<file path="src/pkg/cpa_consts.svh">
// offsets, field positions, reset values and widths of the codec power/audio register slice
`ifndef CPA_CONSTS_SVH
`define CPA_CONSTS_SVH

// ---------------------------------------------------------------------
// bus geometry
// ---------------------------------------------------------------------
`define CPA_ADR_W        8
`define CPA_DAT_W        32
`define CPA_SEL_W        4
`define CPA_REG_W        16
`define CPA_IDX_LO       2
`define CPA_IDX_HI       7

// ---------------------------------------------------------------------
// register indices (byte address is four times the index)
// ---------------------------------------------------------------------
`define CPA_IDX_PWR      6'h05
`define CPA_IDX_AUD      6'h06
`define CPA_IDX_COEF     6'h07

// ---------------------------------------------------------------------
// power control fields
// ---------------------------------------------------------------------
`define CPA_PWR_HND      4'hF
`define CPA_PWR_HED      4'hE
`define CPA_PWR_STP      4'hD
`define CPA_PWR_SP1      4'hC
`define CPA_PWR_SP2      4'hB
`define CPA_PWR_DAC      4'hA
`define CPA_PWR_ADC      4'h9
`define CPA_PWR_DRIVER_VIRTUAL_GROUND     4'h8
`define CPA_PWR_COUT     4'h7
`define CPA_PWR_LSPK     4'h6
`define CPA_PWR_ADF      4'h5
`define CPA_PWR_LDF      4'h4
`define CPA_PWR_RDF      4'h3
`define CPA_PWR_STF      4'h2
`define CPA_PWR_EFF      4'h1
`define CPA_PWR_DEE      4'h0
`define CPA_PWR_RST      16'hFFC0
`define CPA_PWR_WMASK    16'hFFC3

// ---------------------------------------------------------------------
// audio control three fields
// ---------------------------------------------------------------------
`define CPA_AUD_VOL_HI   4'hF
`define CPA_AUD_VOL_LO   4'hE
`define CPA_AUD_REF      4'hD
`define CPA_AUD_XFM      4'hC
`define CPA_AUD_ROLE     4'hB
`define CPA_AUD_ROVF     4'h8
`define CPA_AUD_LOVF     4'h7
`define CPA_AUD_RROVF    4'h6
`define CPA_AUD_CLIP     4'h3
`define CPA_AUD_RST      16'h0000
`define CPA_AUD_WMASK    16'hF838
`define CPA_AUD_REV_HI   4'h2
`define CPA_AUD_REV_LO   4'h0
`define CPA_VOL_L_FROM_R 2'h1
`define CPA_VOL_R_FROM_L 2'h2

// ---------------------------------------------------------------------
// coefficient, flags, revision
// ---------------------------------------------------------------------
`define CPA_COEF_RST     16'h6BE3
`define CPA_COEF_WMASK   16'hFFFF
`define CPA_DONE_RST     1'h1
`define CPA_DONE_W       4
`define CPA_REV_DEFAULT  3'h1

`endif

</file>
<file path="src/pkg/cpa_pkg.sv">
// shared types of the codec power/audio register slice
`default_nettype none

package cpa_pkg;
	// one register word as seen by software
	typedef logic [15:0] cpa_word_t;
	// register index taken from the bus address
	typedef logic [5:0] cpa_index_t;
	// which register an access targets
	typedef enum logic [1:0] {
		CPA_SEL_NONE,
		CPA_SEL_PWR,
		CPA_SEL_AUD,
		CPA_SEL_COEF
	} cpa_reg_sel_t;
endpackage

`default_nettype wire

</file>
<file path="src/cpa_regs.sv">
// wishbone register slice: codec power control, audio control three, first bass coefficient
`default_nettype none
`include "cpa_consts.svh"

// Behaviour
// - bit 15 powers down handset mic bias
// - bit 14 powers down headset mic bias
// - bit 13 powers down analog sidetone
// - bits 12, 11 power down speaker outputs
// - bits 10, 9 power down converters
// - bits 8, 7 power down ground, common
// - bit 6 powers down loudspeaker driver
// - all ten bits set: codec fully down
// - record and sidetone done flags, read-only
// - left and right playback done flags
// - bit 1 enables effects filter
// - bit 0 enables de-emphasis filter
// - volume link field couples channel volumes
// - reference rate bit selects 48 or 44.1
// - transfer mode: continuous or 256-s
// - role bit selects slave or master
// - record overflow sets, clears on read
// - playback overflows set, clear on read
// - clip stepping only while agc selected
// - revision field read-only, writes ignored
// - coefficient register resets to 27619
module cpa_regs
#(
	parameter logic [2:0] REVISION = `CPA_REV_DEFAULT  // arbitrary value
)
(
	input  wire logic                  clk_i,                  // codec clock, 20 MHz
	input  wire logic                  rst_i,                  // synchronous, active high
	input  wire logic                  wb_cyc_i,               // bus cycle
	input  wire logic                  wb_stb_i,               // strobe
	input  wire logic                  wb_we_i,                // write enable
	input  wire logic [`CPA_ADR_W-1:0] wb_adr_i,               // byte address
	input  wire logic [`CPA_SEL_W-1:0] wb_sel_i,               // byte enables
	input  wire logic [`CPA_DAT_W-1:0] wb_dat_i,               // write data
	output logic      [`CPA_DAT_W-1:0] wb_dat_o,               // read data
	output logic                       wb_ack_o,               // acknowledge
	input  wire logic                  record_pd_done_i,       // async pin
	input  wire logic                  left_play_pd_done_i,    // async pin
	input  wire logic                  right_play_pd_done_i,   // async pin
	input  wire logic                  sidetone_pd_done_i,     // async pin
	input  wire logic                  record_overflow_i,      // one-cycle event
	input  wire logic                  left_play_overflow_i,   // one-cycle event
	input  wire logic                  right_play_overflow_i,  // one-cycle event
	input  wire logic                  agc_selected_i,         // agc on mic input
	output logic                       handset_bias_pd_o,      // 1 = down
	output logic                       headset_bias_pd_o,      // 1 = down
	output logic                       sidetone_pd_o,          // 1 = down
	output logic                       speaker_one_pd_o,       // 1 = down
	output logic                       speaker_two_pd_o,       // 1 = down
	output logic                       playback_conv_pd_o,     // 1 = down
	output logic                       record_conv_pd_o,       // 1 = down
	output logic                       virtual_ground_pd_o,    // 1 = down
	output logic                       common_out_pd_o,        // 1 = down
	output logic                       loudspeaker_pd_o,       // 1 = down
	output logic                       codec_all_pd_o,         // whole section down
	output logic                       effects_filter_en_o,    // effects filter on
	output logic                       deemphasis_en_o,        // de-emphasis on
	output logic                       left_vol_from_right_o,  // left uses right volume
	output logic                       right_vol_from_left_o,  // right uses left volume
	output logic                       reference_rate_sel_o,   // 0 = 48.0, 1 = 44.1
	output logic                       transfer_mode_sel_o,    // 1 = 256-s mode
	output logic                       role_select_o,          // 1 = master
	output logic                       agc_clip_step_ctrl_o,   // effective clip stepping
	output logic      [`CPA_REG_W-1:0] left_bass_coeff_zero_o  // signed coefficient
);

	// ---------------------------------------------------------------------
	// decode helpers
	// ---------------------------------------------------------------------
	// map a register index to a target; used by write and read paths
	function automatic cpa_pkg::cpa_reg_sel_t reg_decode(input cpa_pkg::cpa_index_t idx);
		case (idx)
			`CPA_IDX_PWR:  reg_decode = cpa_pkg::CPA_SEL_PWR;
			`CPA_IDX_AUD:  reg_decode = cpa_pkg::CPA_SEL_AUD;
			`CPA_IDX_COEF: reg_decode = cpa_pkg::CPA_SEL_COEF;
			default:       reg_decode = cpa_pkg::CPA_SEL_NONE;
		endcase
	endfunction

	// byte-lane merge limited to the writable bits of a register
	function automatic cpa_pkg::cpa_word_t lane_merge(
		input cpa_pkg::cpa_word_t old_v,
		input cpa_pkg::cpa_word_t new_v,
		input logic [1:0]         sel,
		input cpa_pkg::cpa_word_t wmask
	);
		cpa_pkg::cpa_word_t lanes;
		lanes = {{8{sel[1]}}, {8{sel[0]}}} & wmask;
		lane_merge = (old_v & ~lanes) | (new_v & lanes);
	endfunction

	// ---------------------------------------------------------------------
	// bus request
	// ---------------------------------------------------------------------
	logic                  ack_q;     // registered acknowledge
	logic [`CPA_DAT_W-1:0] rdata_q;   // registered read data
	logic                  req;       // new request this cycle
	logic                  wr_req;    // write taken
	logic                  rd_req;    // read taken
	cpa_pkg::cpa_index_t   idx;       // register index
	cpa_pkg::cpa_reg_sel_t tgt;       // decoded target
	cpa_pkg::cpa_word_t    wdata;     // low half of write data

	// a request is taken once; the ack beat blocks a second take
	assign req    = wb_cyc_i && wb_stb_i && !ack_q;
	assign wr_req = req && wb_we_i;
	assign rd_req = req && !wb_we_i;
	assign idx    = wb_adr_i[`CPA_IDX_HI:`CPA_IDX_LO];
	assign tgt    = reg_decode(idx);
	assign wdata  = wb_dat_i[`CPA_REG_W-1:0];

	// ack one cycle after the take, for mapped and unmapped alike
	always_ff @(posedge clk_i)
	begin
		if (rst_i)
			ack_q <= 1'h0;
		else
			ack_q <= req;
	end

	// ---------------------------------------------------------------------
	// power control register
	// ---------------------------------------------------------------------
	cpa_pkg::cpa_word_t pwr_q;    // writable power bits, flag lanes held zero
	logic               all_pd_q; // whole-section power down

	// power-down and filter enable storage
	always_ff @(posedge clk_i)
	begin
		if (rst_i)
			pwr_q <= `CPA_PWR_RST;
		else if (wr_req && tgt == cpa_pkg::CPA_SEL_PWR)
			pwr_q <= lane_merge(pwr_q, wdata, wb_sel_i[1:0], `CPA_PWR_WMASK);
	end

	// full power-down when every section bit is set; one cycle behind the bits
	always_ff @(posedge clk_i)
	begin
		if (rst_i)
			all_pd_q <= 1'h1;
		else
			all_pd_q <= &pwr_q[`CPA_PWR_HND:`CPA_PWR_LSPK];
	end

	// section power-down outputs straight from storage
	assign handset_bias_pd_o   = pwr_q[`CPA_PWR_HND];
	assign headset_bias_pd_o   = pwr_q[`CPA_PWR_HED];
	assign sidetone_pd_o       = pwr_q[`CPA_PWR_STP];
	assign speaker_one_pd_o    = pwr_q[`CPA_PWR_SP1];
	assign speaker_two_pd_o    = pwr_q[`CPA_PWR_SP2];
	assign playback_conv_pd_o  = pwr_q[`CPA_PWR_DAC];
	assign record_conv_pd_o    = pwr_q[`CPA_PWR_ADC];
	assign virtual_ground_pd_o = pwr_q[`CPA_PWR_DRIVER_VIRTUAL_GROUND];
	assign common_out_pd_o     = pwr_q[`CPA_PWR_COUT];
	assign loudspeaker_pd_o    = pwr_q[`CPA_PWR_LSPK];
	assign effects_filter_en_o = pwr_q[`CPA_PWR_EFF];
	assign deemphasis_en_o     = pwr_q[`CPA_PWR_DEE];
	assign codec_all_pd_o      = all_pd_q;

	// ---------------------------------------------------------------------
	// power-down-done status
	// ---------------------------------------------------------------------
	logic [`CPA_DONE_W-1:0] done_w;  // {record, left, right, sidetone}

	// analog pins arrive unclocked; filter them before software sees them
	cpa_sync3 u_done_sync
	(
		.clk_i   (clk_i),
		.rst_i   (rst_i),
		.async_i ({record_pd_done_i, left_play_pd_done_i,
		           right_play_pd_done_i, sidetone_pd_done_i}),
		.level_o (done_w)
	);

	// ---------------------------------------------------------------------
	// audio control three register
	// ---------------------------------------------------------------------
	cpa_pkg::cpa_word_t aud_q;     // writable control bits incl. reserved storage
	logic               rec_ovf_q; // record overflow
	logic               lft_ovf_q; // left playback overflow
	logic               rgt_ovf_q; // right playback overflow
	logic               rd_aud;    // read of this register taken
	logic               l_from_r_q;// decoded volume link
	logic               r_from_l_q;// decoded volume link
	logic               clip_q;    // gated clip stepping

	assign rd_aud = rd_req && tgt == cpa_pkg::CPA_SEL_AUD;

	// control storage; flag and revision lanes are masked off
	always_ff @(posedge clk_i)
	begin
		if (rst_i)
			aud_q <= `CPA_AUD_RST;
		else if (wr_req && tgt == cpa_pkg::CPA_SEL_AUD)
			aud_q <= lane_merge(aud_q, wdata, wb_sel_i[1:0], `CPA_AUD_WMASK);
	end

	// overflow flags; an event in the clearing read's cycle wins
	always_ff @(posedge clk_i)
	begin
		if (rst_i)
		begin
			rec_ovf_q <= 1'h0;
			lft_ovf_q <= 1'h0;
			rgt_ovf_q <= 1'h0;
		end
		else
		begin
			rec_ovf_q <= record_overflow_i || (rec_ovf_q && !rd_aud);
			lft_ovf_q <= left_play_overflow_i || (lft_ovf_q && !rd_aud);
			rgt_ovf_q <= right_play_overflow_i || (rgt_ovf_q && !rd_aud);
		end
	end

	// volume link decode; 00 and 11 both leave channels independent
	always_ff @(posedge clk_i)
	begin
		if (rst_i)
		begin
			l_from_r_q <= 1'h0;
			r_from_l_q <= 1'h0;
		end
		else
		begin
			l_from_r_q <= aud_q[`CPA_AUD_VOL_HI:`CPA_AUD_VOL_LO] == `CPA_VOL_L_FROM_R;
			r_from_l_q <= aud_q[`CPA_AUD_VOL_HI:`CPA_AUD_VOL_LO] == `CPA_VOL_R_FROM_L;
		end
	end

	// clip stepping has no effect unless agc drives the mic input
	always_ff @(posedge clk_i)
	begin
		if (rst_i)
			clip_q <= 1'h0;
		else
			clip_q <= aud_q[`CPA_AUD_CLIP] && agc_selected_i;
	end

	// rate select feeds de-emphasis, agc timing and measurement dividers alike
	assign reference_rate_sel_o  = aud_q[`CPA_AUD_REF];
	assign transfer_mode_sel_o   = aud_q[`CPA_AUD_XFM];
	assign role_select_o         = aud_q[`CPA_AUD_ROLE];
	assign left_vol_from_right_o = l_from_r_q;
	assign right_vol_from_left_o = r_from_l_q;
	assign agc_clip_step_ctrl_o  = clip_q;

	// ---------------------------------------------------------------------
	// coefficient register
	// ---------------------------------------------------------------------
	cpa_pkg::cpa_word_t coef_q;  // left bass coefficient zero, signed

	// full read/write word, both lanes
	always_ff @(posedge clk_i)
	begin
		if (rst_i)
			coef_q <= `CPA_COEF_RST;
		else if (wr_req && tgt == cpa_pkg::CPA_SEL_COEF)
			coef_q <= lane_merge(coef_q, wdata, wb_sel_i[1:0], `CPA_COEF_WMASK);
	end

	assign left_bass_coeff_zero_o = coef_q;

	// ---------------------------------------------------------------------
	// read path
	// ---------------------------------------------------------------------
	cpa_pkg::cpa_word_t rd_mux;  // selected register view

	// flags and revision are overlaid on storage; reserved bits 10:9 stay zero
	always_comb
	begin
		rd_mux = 16'h0000;
		case (tgt)
			cpa_pkg::CPA_SEL_PWR:
			begin
				rd_mux = pwr_q;
				rd_mux[`CPA_PWR_ADF] = done_w[3];
				rd_mux[`CPA_PWR_LDF] = done_w[2];
				rd_mux[`CPA_PWR_RDF] = done_w[1];
				rd_mux[`CPA_PWR_STF] = done_w[0];
			end
			cpa_pkg::CPA_SEL_AUD:
			begin
				rd_mux = aud_q;
				rd_mux[`CPA_AUD_ROVF]  = rec_ovf_q;
				rd_mux[`CPA_AUD_LOVF]  = lft_ovf_q;
				rd_mux[`CPA_AUD_RROVF] = rgt_ovf_q;
				rd_mux[`CPA_AUD_REV_HI:`CPA_AUD_REV_LO] = REVISION;
			end
			cpa_pkg::CPA_SEL_COEF:
				rd_mux = coef_q;
			default:
				rd_mux = 16'h0000;  // unmapped reads zero
		endcase
	end

	// data captured at the take edge, held through the ack beat
	always_ff @(posedge clk_i)
	begin
		if (rst_i)
			rdata_q <= 32'h0000_0000;
		else if (rd_req)
			rdata_q <= {16'h0000, rd_mux};
	end

	assign wb_dat_o = rdata_q;
	assign wb_ack_o = ack_q;
endmodule

`default_nettype wire

</file>
<file path="src/cpa_sync3.sv">
// three-stage synchroniser for the power-down-done status pins
`default_nettype none
`include "cpa_consts.svh"

module cpa_sync3
(
	input  wire logic                   clk_i,    // codec clock
	input  wire logic                   rst_i,    // synchronous, active high
	input  wire logic [`CPA_DONE_W-1:0] async_i,  // raw status pins
	output logic      [`CPA_DONE_W-1:0] level_o   // filtered level
);

	// ---------------------------------------------------------------------
	// per-bit chain
	// ---------------------------------------------------------------------
	genvar g;
	generate
		for (g = 0; g < `CPA_DONE_W; g = g + 1)
		begin : g_bit
			logic s1_q;  // first stage, read only by s2
			logic s2_q;  // second stage
			logic s3_q;  // third stage
			logic lv_q;  // accepted level

			// chain resets to done so nothing looks powered mid-reset
			always_ff @(posedge clk_i)
			begin
				if (rst_i)
				begin
					s1_q <= `CPA_DONE_RST;
					s2_q <= `CPA_DONE_RST;
					s3_q <= `CPA_DONE_RST;
				end
				else
				begin
					s1_q <= async_i[g];
					s2_q <= s1_q;
					s3_q <= s2_q;
				end
			end

			// a change counts once stage two and three agree
			always_ff @(posedge clk_i)
			begin
				if (rst_i)
					lv_q <= `CPA_DONE_RST;
				else if (s2_q == s3_q)
					lv_q <= s2_q;
			end

			assign level_o[g] = lv_q;
		end
	endgenerate

endmodule

`default_nettype wire

</file>
<file path="config.mk">
export PLATFORM = sky130hd
export DESIGN_NAME = cpa_regs
export DESIGN_NICKNAME = d
export VERILOG_FILES = /design/src/pkg/cpa_pkg.sv /design/src/cpa_regs.sv /design/src/cpa_sync3.sv
export VERILOG_INCLUDE_DIRS = /design/src /design/src/pkg
export SDC_FILE = /design/constraint.sdc
export NUM_CORES = 1
export LEC_CHECK = 0
export ABC_AREA = 0
export BUFFER_PORTS_ARGS = -buffer_cell sky130_fd_sc_hd__buf_4
export CAP_MARGIN = 20
export CORE_MARGIN = 2
export CORE_UTILIZATION = 52
export DETAILED_ROUTE_END_ITERATION = 16
export GPL_TIMING_DRIVEN = 0
export PLACE_DENSITY = 0.94
export SKIP_LAST_GASP = 1
export SLEW_MARGIN = 20
export SYNTH_ARGS = -nofsm -noshare
export SYNTH_HDL_FRONTEND = slang
export SYNTH_SLANG_ARGS = --single-unit
</file>
<file path="constraint.sdc">
create_clock -name clk_i -period 2.7 [get_ports clk_i]
set_input_delay 0.27 -clock clk_i [delete_from_list [all_inputs] [get_ports clk_i]]
set_output_delay 0.27 -clock clk_i [all_outputs]
set_load 0.005 [all_outputs]
</file>
==> impl_results.md, run 1 <==
* Length of the first detailed-routing pass in iterations at 5
* Sequential-to-total area share from yosys stat at 47.3%
* Total Die Area at 6830 um2
* Top fanout value on the critical path at 9
* Area growth syn-to-layout at 30.8%
* Clock network latency to the later pin of the worst-skew pair at 360 ps
* Largest area contributor in the synthesized netlist: sky130_fd_sc_hd__dfxtp_1
* Number of pins exceeding their max-slew limit in the final report at 0
* GRT met3 Usage at 4.89%
* Vias at 3003
* Reg clk slew, reported paths at 80 ps
* Effective utilization at floorplan at 54.0%
* Largest vdd supply drop at 0.000371 V
* Min Clock Period, post-route at 1560 ps
* TritonCTS clock tree: built
* Async set or reset register ratio after synthesis at 0%
* Met2 Track Usage GR at 48.1%
* Final global-route overflow total at 0
* Wire length of the first global-routing pass at 14.1 mm
* DP Wirelength at 6.60 mm
* I/O pin count at 125
* Post-CTS Resized at 0
* Number of standard cells in the final layout excluding fillers at 535
* Path depth of the worst reg2reg path at 5
* Library cell used as clock root buffer: sky130_fd_sc_hd__clkbuf_8
* Buffer depth of the longest clock path at 2
* Data arrival time at the worst-slack endpoint at 1830 ps
* Class of the most critical hold timing path: input port to register
* Final GP Congestion at 0.870
* Die width at 82.6 um
* Count of flip-flops with a built-in enable after synthesis at 0
* Capturing element type of the critical path: register
* Pin count of the biggest net entering global routing at 14
* CTS sink cnt at 76
* RSZ-0062 raised after global routing: no
* Total core area at 5960 um2
* Hold Path Stages at 2
* Transition at the pin with the smallest max-transition slack at 604 ps
* Vias per std cell at 5.61
* Gate Count Post-Synth at 344
* Netlist cell types at 37
* Sum of negative setup slack at 0 ps
* Hold_sp: left_play_pd_done_i
* Hold buffers post-CTS at 0
* Initial antenna violation count at 0
* End point of the worst hold path: u_done_sync.g_bit[2].s1_q
* GR met1 Demand/Resource at 33.4%
* Minimum setup slack among reg-to-reg paths at 1140 ps
* Most common cell after layout, fill and taps aside: sky130_fd_sc_hd__buf_4
* Worst hold slack at 94.0 ps
* Top achievable clock speed at 640 MHz
* Remaining antenna violation count at 0
* Instance count after placement with tap cells included at 519
* Wire length after detailed routing at 9.16 mm
* Syn Std Cell Area at 3220 um2
* Primary FF master, synth: sky130_fd_sc_hd__dfxtp_1
* Starting DRT DRC Count at 212
* Area share of the leading cell type in the synthesized netlist at 47.3%
* Total routing usage reported by global routing at 28.3%
* CTS buffer count at 9
* GRT Max-Usage Layer: met2
* CP Data Required Time at 2970 ps
* Fin Clk Skew at 7.69 ps
* Worst max-slew margin expressed relative to the limit at 59.8%
* Max-cap check violation count at 0
* Remaining routing DRC violations at 0
* Deepest level of the CTS H-tree at 3
* Final setup violation count at 0
* Std cell rows at 28
* Critical path start-end classification: register to register
* Final nets at 512
* Yosys reg bits at 76
* Startpoint type of the worst setup path: register
* Filler Cell Count at 453
* Number of global-route vias before repair at 2899
* Worst R2R Start: wb_ack_o
* DR WL/cell at 17.1 um
* Post-Synthesis Mean Instance Area at 9.35 um2
* Count of input and output buffers at 85
* Util after Layout at 70.6%
* Post-CTS Setup Bufs at 0
* Top cells by area, synth: sky130_fd_sc_hd__dfxtp_1, sky130_fd_sc_hd__mux2i_1, sky130_fd_sc_hd__nor2_1
* Ratio of cells with drive above 1 in the final layout at 34.3%
* Vertical die dimension at 82.6 um
* Pleak at 1.86 nW
* Most used cells in the layout excluding fill and tap cells: sky130_fd_sc_hd__buf_4, sky130_fd_sc_hd__dfxtp_1, sky130_fd_sc_hd__nor2_1
* Number of diodes at 0
* Final hold viol count at 0
* Final period util at 57.9%
* Number of synthesis warnings at 0
* Total chip power at 0.00221 W
* Power Density at 526 nW/um2
* Run status: completed
## cell families (layout without fill, tap and decap cells)
group                  Yosys count  in the layout  share of synthesized area, %
AND/OR/NAND/NOR                124            124                          19.3
flip-flops                      76             76                          47.3
AO/OA/AOI/OAI                   50             50                          9.53
multiplexers                    47             47                          15.1
buffers and inverters           46            147                          8.72
other                            1             16                         0.117
## area by class of cell
cell class | instances | area (um2) | area share (%)
timing repair buffer | 85 | 638 | 15.2
buffer | 45 | 277 | 6.58
inverter | 1 | 3.75 | 0.0893
clock inverter | 6 | 63.8 | 1.52
tap | 75 | 93.8 | 2.23
clock buffer | 10 | 138 | 3.27
sequential | 76 | 1520 | 36.2
multi-input combinational | 237 | 1470 | 35.0
## layer usage
layer | share of wire, % | vias up
li1 | - | 1389
met1 | 38 | 1422
met2 | 50 | 161
met3 | 8.7 | 31
met4 | 3.6 | 0
met5 | 0 | -
## worst max-delay path, cell delays in order (launching register included)
cell                      delay (ps)
sky130_fd_sc_hd__dfxtp_1         350
sky130_fd_sc_hd__and4b_1         260
sky130_fd_sc_hd__buf_2           210
sky130_fd_sc_hd__and4_1          210
sky130_fd_sc_hd__buf_2           210
sky130_fd_sc_hd__mux2i_1         250
## how the worst max path moves through the flow
stage | from | endpoint | slack, ps | cells after the start
after floorplan | wb_adr_i[7] | register | 1400 | 5
after global placement | wb_adr_i[7] | register | 1140 | 6
after detailed placement | wb_adr_i[7] | register | 1110 | 6
after CTS | wb_ack_o | register | 1140 | 5
after global routing | wb_ack_o | register | 1110 | 5
final | wb_ack_o | register | 1140 | 5
## Yosys cell counts, types with 2 or more instances
library cell and number:
sky130_fd_sc_hd__o2111ai_1 2, sky130_fd_sc_hd__nor2_1 44, sky130_fd_sc_hd__a311oi_1 3, sky130_fd_sc_hd__nand2_1 32
sky130_fd_sc_hd__a31oi_1 4, sky130_fd_sc_hd__mux2i_1 36, sky130_fd_sc_hd__a22oi_1 11, sky130_fd_sc_hd__and4_1 5
sky130_fd_sc_hd__dfxtp_1 76, sky130_fd_sc_hd__o21ai_0 18, sky130_fd_sc_hd__nand4_1 5, sky130_fd_sc_hd__buf_2 7
sky130_fd_sc_hd__buf_6 3, sky130_fd_sc_hd__a21oi_1 9, sky130_fd_sc_hd__or2_2 12, sky130_fd_sc_hd__clkbuf_1 13
sky130_fd_sc_hd__mux2_2 11, sky130_fd_sc_hd__nand3_1 15, sky130_fd_sc_hd__buf_4 20
## where the power goes
group / switching [W] / internal, W / total, W
Clock: 0.000432 / 0.000450 / 0.000882
Sequential: 0.00000782 / 0.00113 / 0.00114
Combinational: 0.0000997 / 0.0000887 / 0.000188
## stage by stage
stage / worst slack (ps) / instance area [um2]
5_1_grt: 1110 / 4210
3_5_place_dp: 1110 / 4000
4_1_cts: 1140 / 4210
6_report: 1140 / 4210
3_3_place_gp: 1140 / 4000
2_1_floorplan: 1400 / 3270
Note: power is estimated with default switching activity, not from simulation.
==> run 2, diff against run 1 <==
--- a/config.mk
+++ b/config.mk
@@ -10,10 +10,10 @@
 export BUFFER_PORTS_ARGS = -buffer_cell sky130_fd_sc_hd__buf_4
 export CAP_MARGIN = 20
 export CORE_MARGIN = 2
-export CORE_UTILIZATION = 52
+export CORE_UTILIZATION = 48
 export DETAILED_ROUTE_END_ITERATION = 16
 export GPL_TIMING_DRIVEN = 0
-export PLACE_DENSITY = 0.94
+export PLACE_DENSITY = 0.89
 export SKIP_LAST_GASP = 1
 export SLEW_MARGIN = 20
 export SYNTH_ARGS = -nofsm -noshare
==> constraint.sdc (replaced) <==
create_clock -name clk_i -period 1.47 [get_ports clk_i]
set_input_delay 0.147 -clock clk_i [delete_from_list [all_inputs] [get_ports clk_i]]
set_output_delay 0.147 -clock clk_i [all_outputs]
set_load 0.005 [all_outputs]
==> impl_results.md, run 2 (synthesis gave the netlist of run 1 again) <==
* Final hold viol count at 0
* Transition at the pin with the smallest max-transition slack at 618 ps
* Wire length of the first global-routing pass at 13.8 mm
* Total Die Area at 7370 um2
* Die width at 85.9 um
* CTS sink cnt at 76
* Pin count of the biggest net entering global routing at 14
* Number of pins exceeding their max-slew limit in the final report at 0
* Max-cap check violation count at 0
* Capturing element type of the critical path: register
* Reg clk slew, reported paths at 80 ps
* Starting DRT DRC Count at 219
* Effective utilization at floorplan at 50.1%
* DR WL/cell at 16.6 um
* Remaining routing DRC violations at 5
* CP Data Required Time at 1750 ps
* Remaining antenna violation count at 0
* Number of global-route vias before repair at 2759
* GRT Max-Usage Layer: met2
* Final GP Congestion at 0.854
* Worst hold slack at 13.6 ps
* Worst max-slew margin expressed relative to the limit at 58.8%
* Class of the most critical hold timing path: input port to register
* Final global-route overflow total at 0
* Hold Path Stages at 2
* Sum of negative setup slack at 0 ps
* Most used cells in the layout excluding fill and tap cells: sky130_fd_sc_hd__buf_4, sky130_fd_sc_hd__dfxtp_1, sky130_fd_sc_hd__nor2_1
* Library cell used as clock root buffer: sky130_fd_sc_hd__clkbuf_8
* Startpoint type of the worst setup path: register
* Critical path start-end classification: register to register
* Most common cell after layout, fill and taps aside: sky130_fd_sc_hd__buf_4
* Total routing usage reported by global routing at 24.7%
* Buffer depth of the longest clock path at 2
* Path depth of the worst reg2reg path at 5
* Final worst-path setup slack at 31.2 ps
* DP Wirelength at 6.55 mm
* Run status: finished, violations left
* Number of standard cells in the final layout excluding fillers at 540
* Pre-CTS WS at 7.06 ps
* Vertical die dimension at 85.9 um
* Chain of cells forming the critical path: and4b_1, buf_4, and4_1, buf_6, mux2i_2
* Violations in the final reports: design-rule violations
* Fin Clk Skew at 12.4 ps
* Pleak at 1.89 nW
* Top achievable clock speed at 695 MHz
* Vias per std cell at 5.45
* TritonCTS clock tree: built
* Initial antenna violation count at 0
* Power Density at 986 nW/um2
* CTS buffer count at 9
* Post-CTS Setup Bufs at 0
* Final setup violation count at 0
* Largest vdd supply drop at 0.000663 V
* Data arrival time at the worst-slack endpoint at 1720 ps
* Area of the multi-input gates at 1480 um2
* Std cell rows at 29
* Final nets at 515
* Register area at 1520 um2
* Ratio of cells with drive above 1 in the final layout at 34.6%
* Top fanout value on the critical path at 9
* Final period util at 97.9%
* Length of the first detailed-routing pass in iterations at 11
* Deepest level of the CTS H-tree at 3
* Crit path largest cell delay at 340 ps
* Met2 Track Usage GR at 40.0%
* Count of input and output buffers at 85
* Total core area at 6420 um2
* I/O pin count at 125
* Area growth syn-to-layout at 32.9%
* GRT met3 Usage at 7.22%
* GR met1 Demand/Resource at 30.5%
* Clock network latency to the later pin of the worst-skew pair at 360 ps
* Number of diodes at 0
* Filler Cell Count at 499
* Vias at 2942
* Instance count after placement with tap cells included at 521
* Standard cell with the maximum stage delay on the critical path: sky130_fd_sc_hd__dfxtp_1
* Min Clock Period, post-route at 1440 ps
* Wire length after detailed routing at 8.99 mm
## run 2: area by class of cell
type | count | area share (%)
Sequential cell | 76 | 35.6
Multi-Input combinational cell | 237 | 34.6
Timing Repair Buffer | 89 | 15.9
Buffer | 44 | 6.59
Clock buffer | 10 | 2.99
Tap cell | 77 | 2.25
Clock inverter | 6 | 2.05
Inverter | 1 | 0.0878
## run 2: timing repair
item                                    in CTS  in global routing
hold buffers                                 4                  0
endpoints found under the setup margin       0                 35
resized for setup                            0                  8
endpoints found under the hold margin        4                  0
## run 2: where the power goes
part / total (W) / internal [W] / leakage (nW) / switching [W]
logic: 0.000356 / 0.000170 / 1.17 / 0.000186
clock network: 0.00176 / 0.000959 / 0.111 / 0.000799
registers: 0.00210 / 0.00208 / 0.617 / 0.0000132
## run 2: per-layer routing
layer	wire (um)	part of all wire, %
met2	4400	49
met1	3590	40
met4	178	2.0
met5	0	0
met3	814	9.1
## run 2: final timing paths
check,start,endpoint,slack [ps]
worst max register to register,wb_ack_o,register,30
worst max-delay path,wb_ack_o,register,30
worst min-delay path,agc_selected_i,agc_clip_step_ctrl_o,10
worst min register to register,u_done_sync.g_bit[1].s1_q,u_done_sync.g_bit[1].s2_q,410
## run 2: critical path, delay by kind of cell, from the launching register on
kind,cells,cell delay [ps]
buffers and inverters,2,320
flip-flops,1,340
multiplexers,1,220
AND/OR/NAND/NOR,2,490
## run 2: stage by stage
| stage | total power, W | instance area (um2) | utilization [%] |
|---|---|---|---|
| 6_report | 0.00421 | 4270 | 66.5 |
| 5_1_grt | 0.00432 | 4270 | 66.5 |
| 4_1_cts | 0.00419 | 4260 | 66.4 |
| 3_5_place_dp | 0.00248 | 4010 | 62.4 |
| 3_3_place_gp | 0.00247 | 4010 | 62.4 |
| 2_1_floorplan | 0.00233 | 3270 | - |
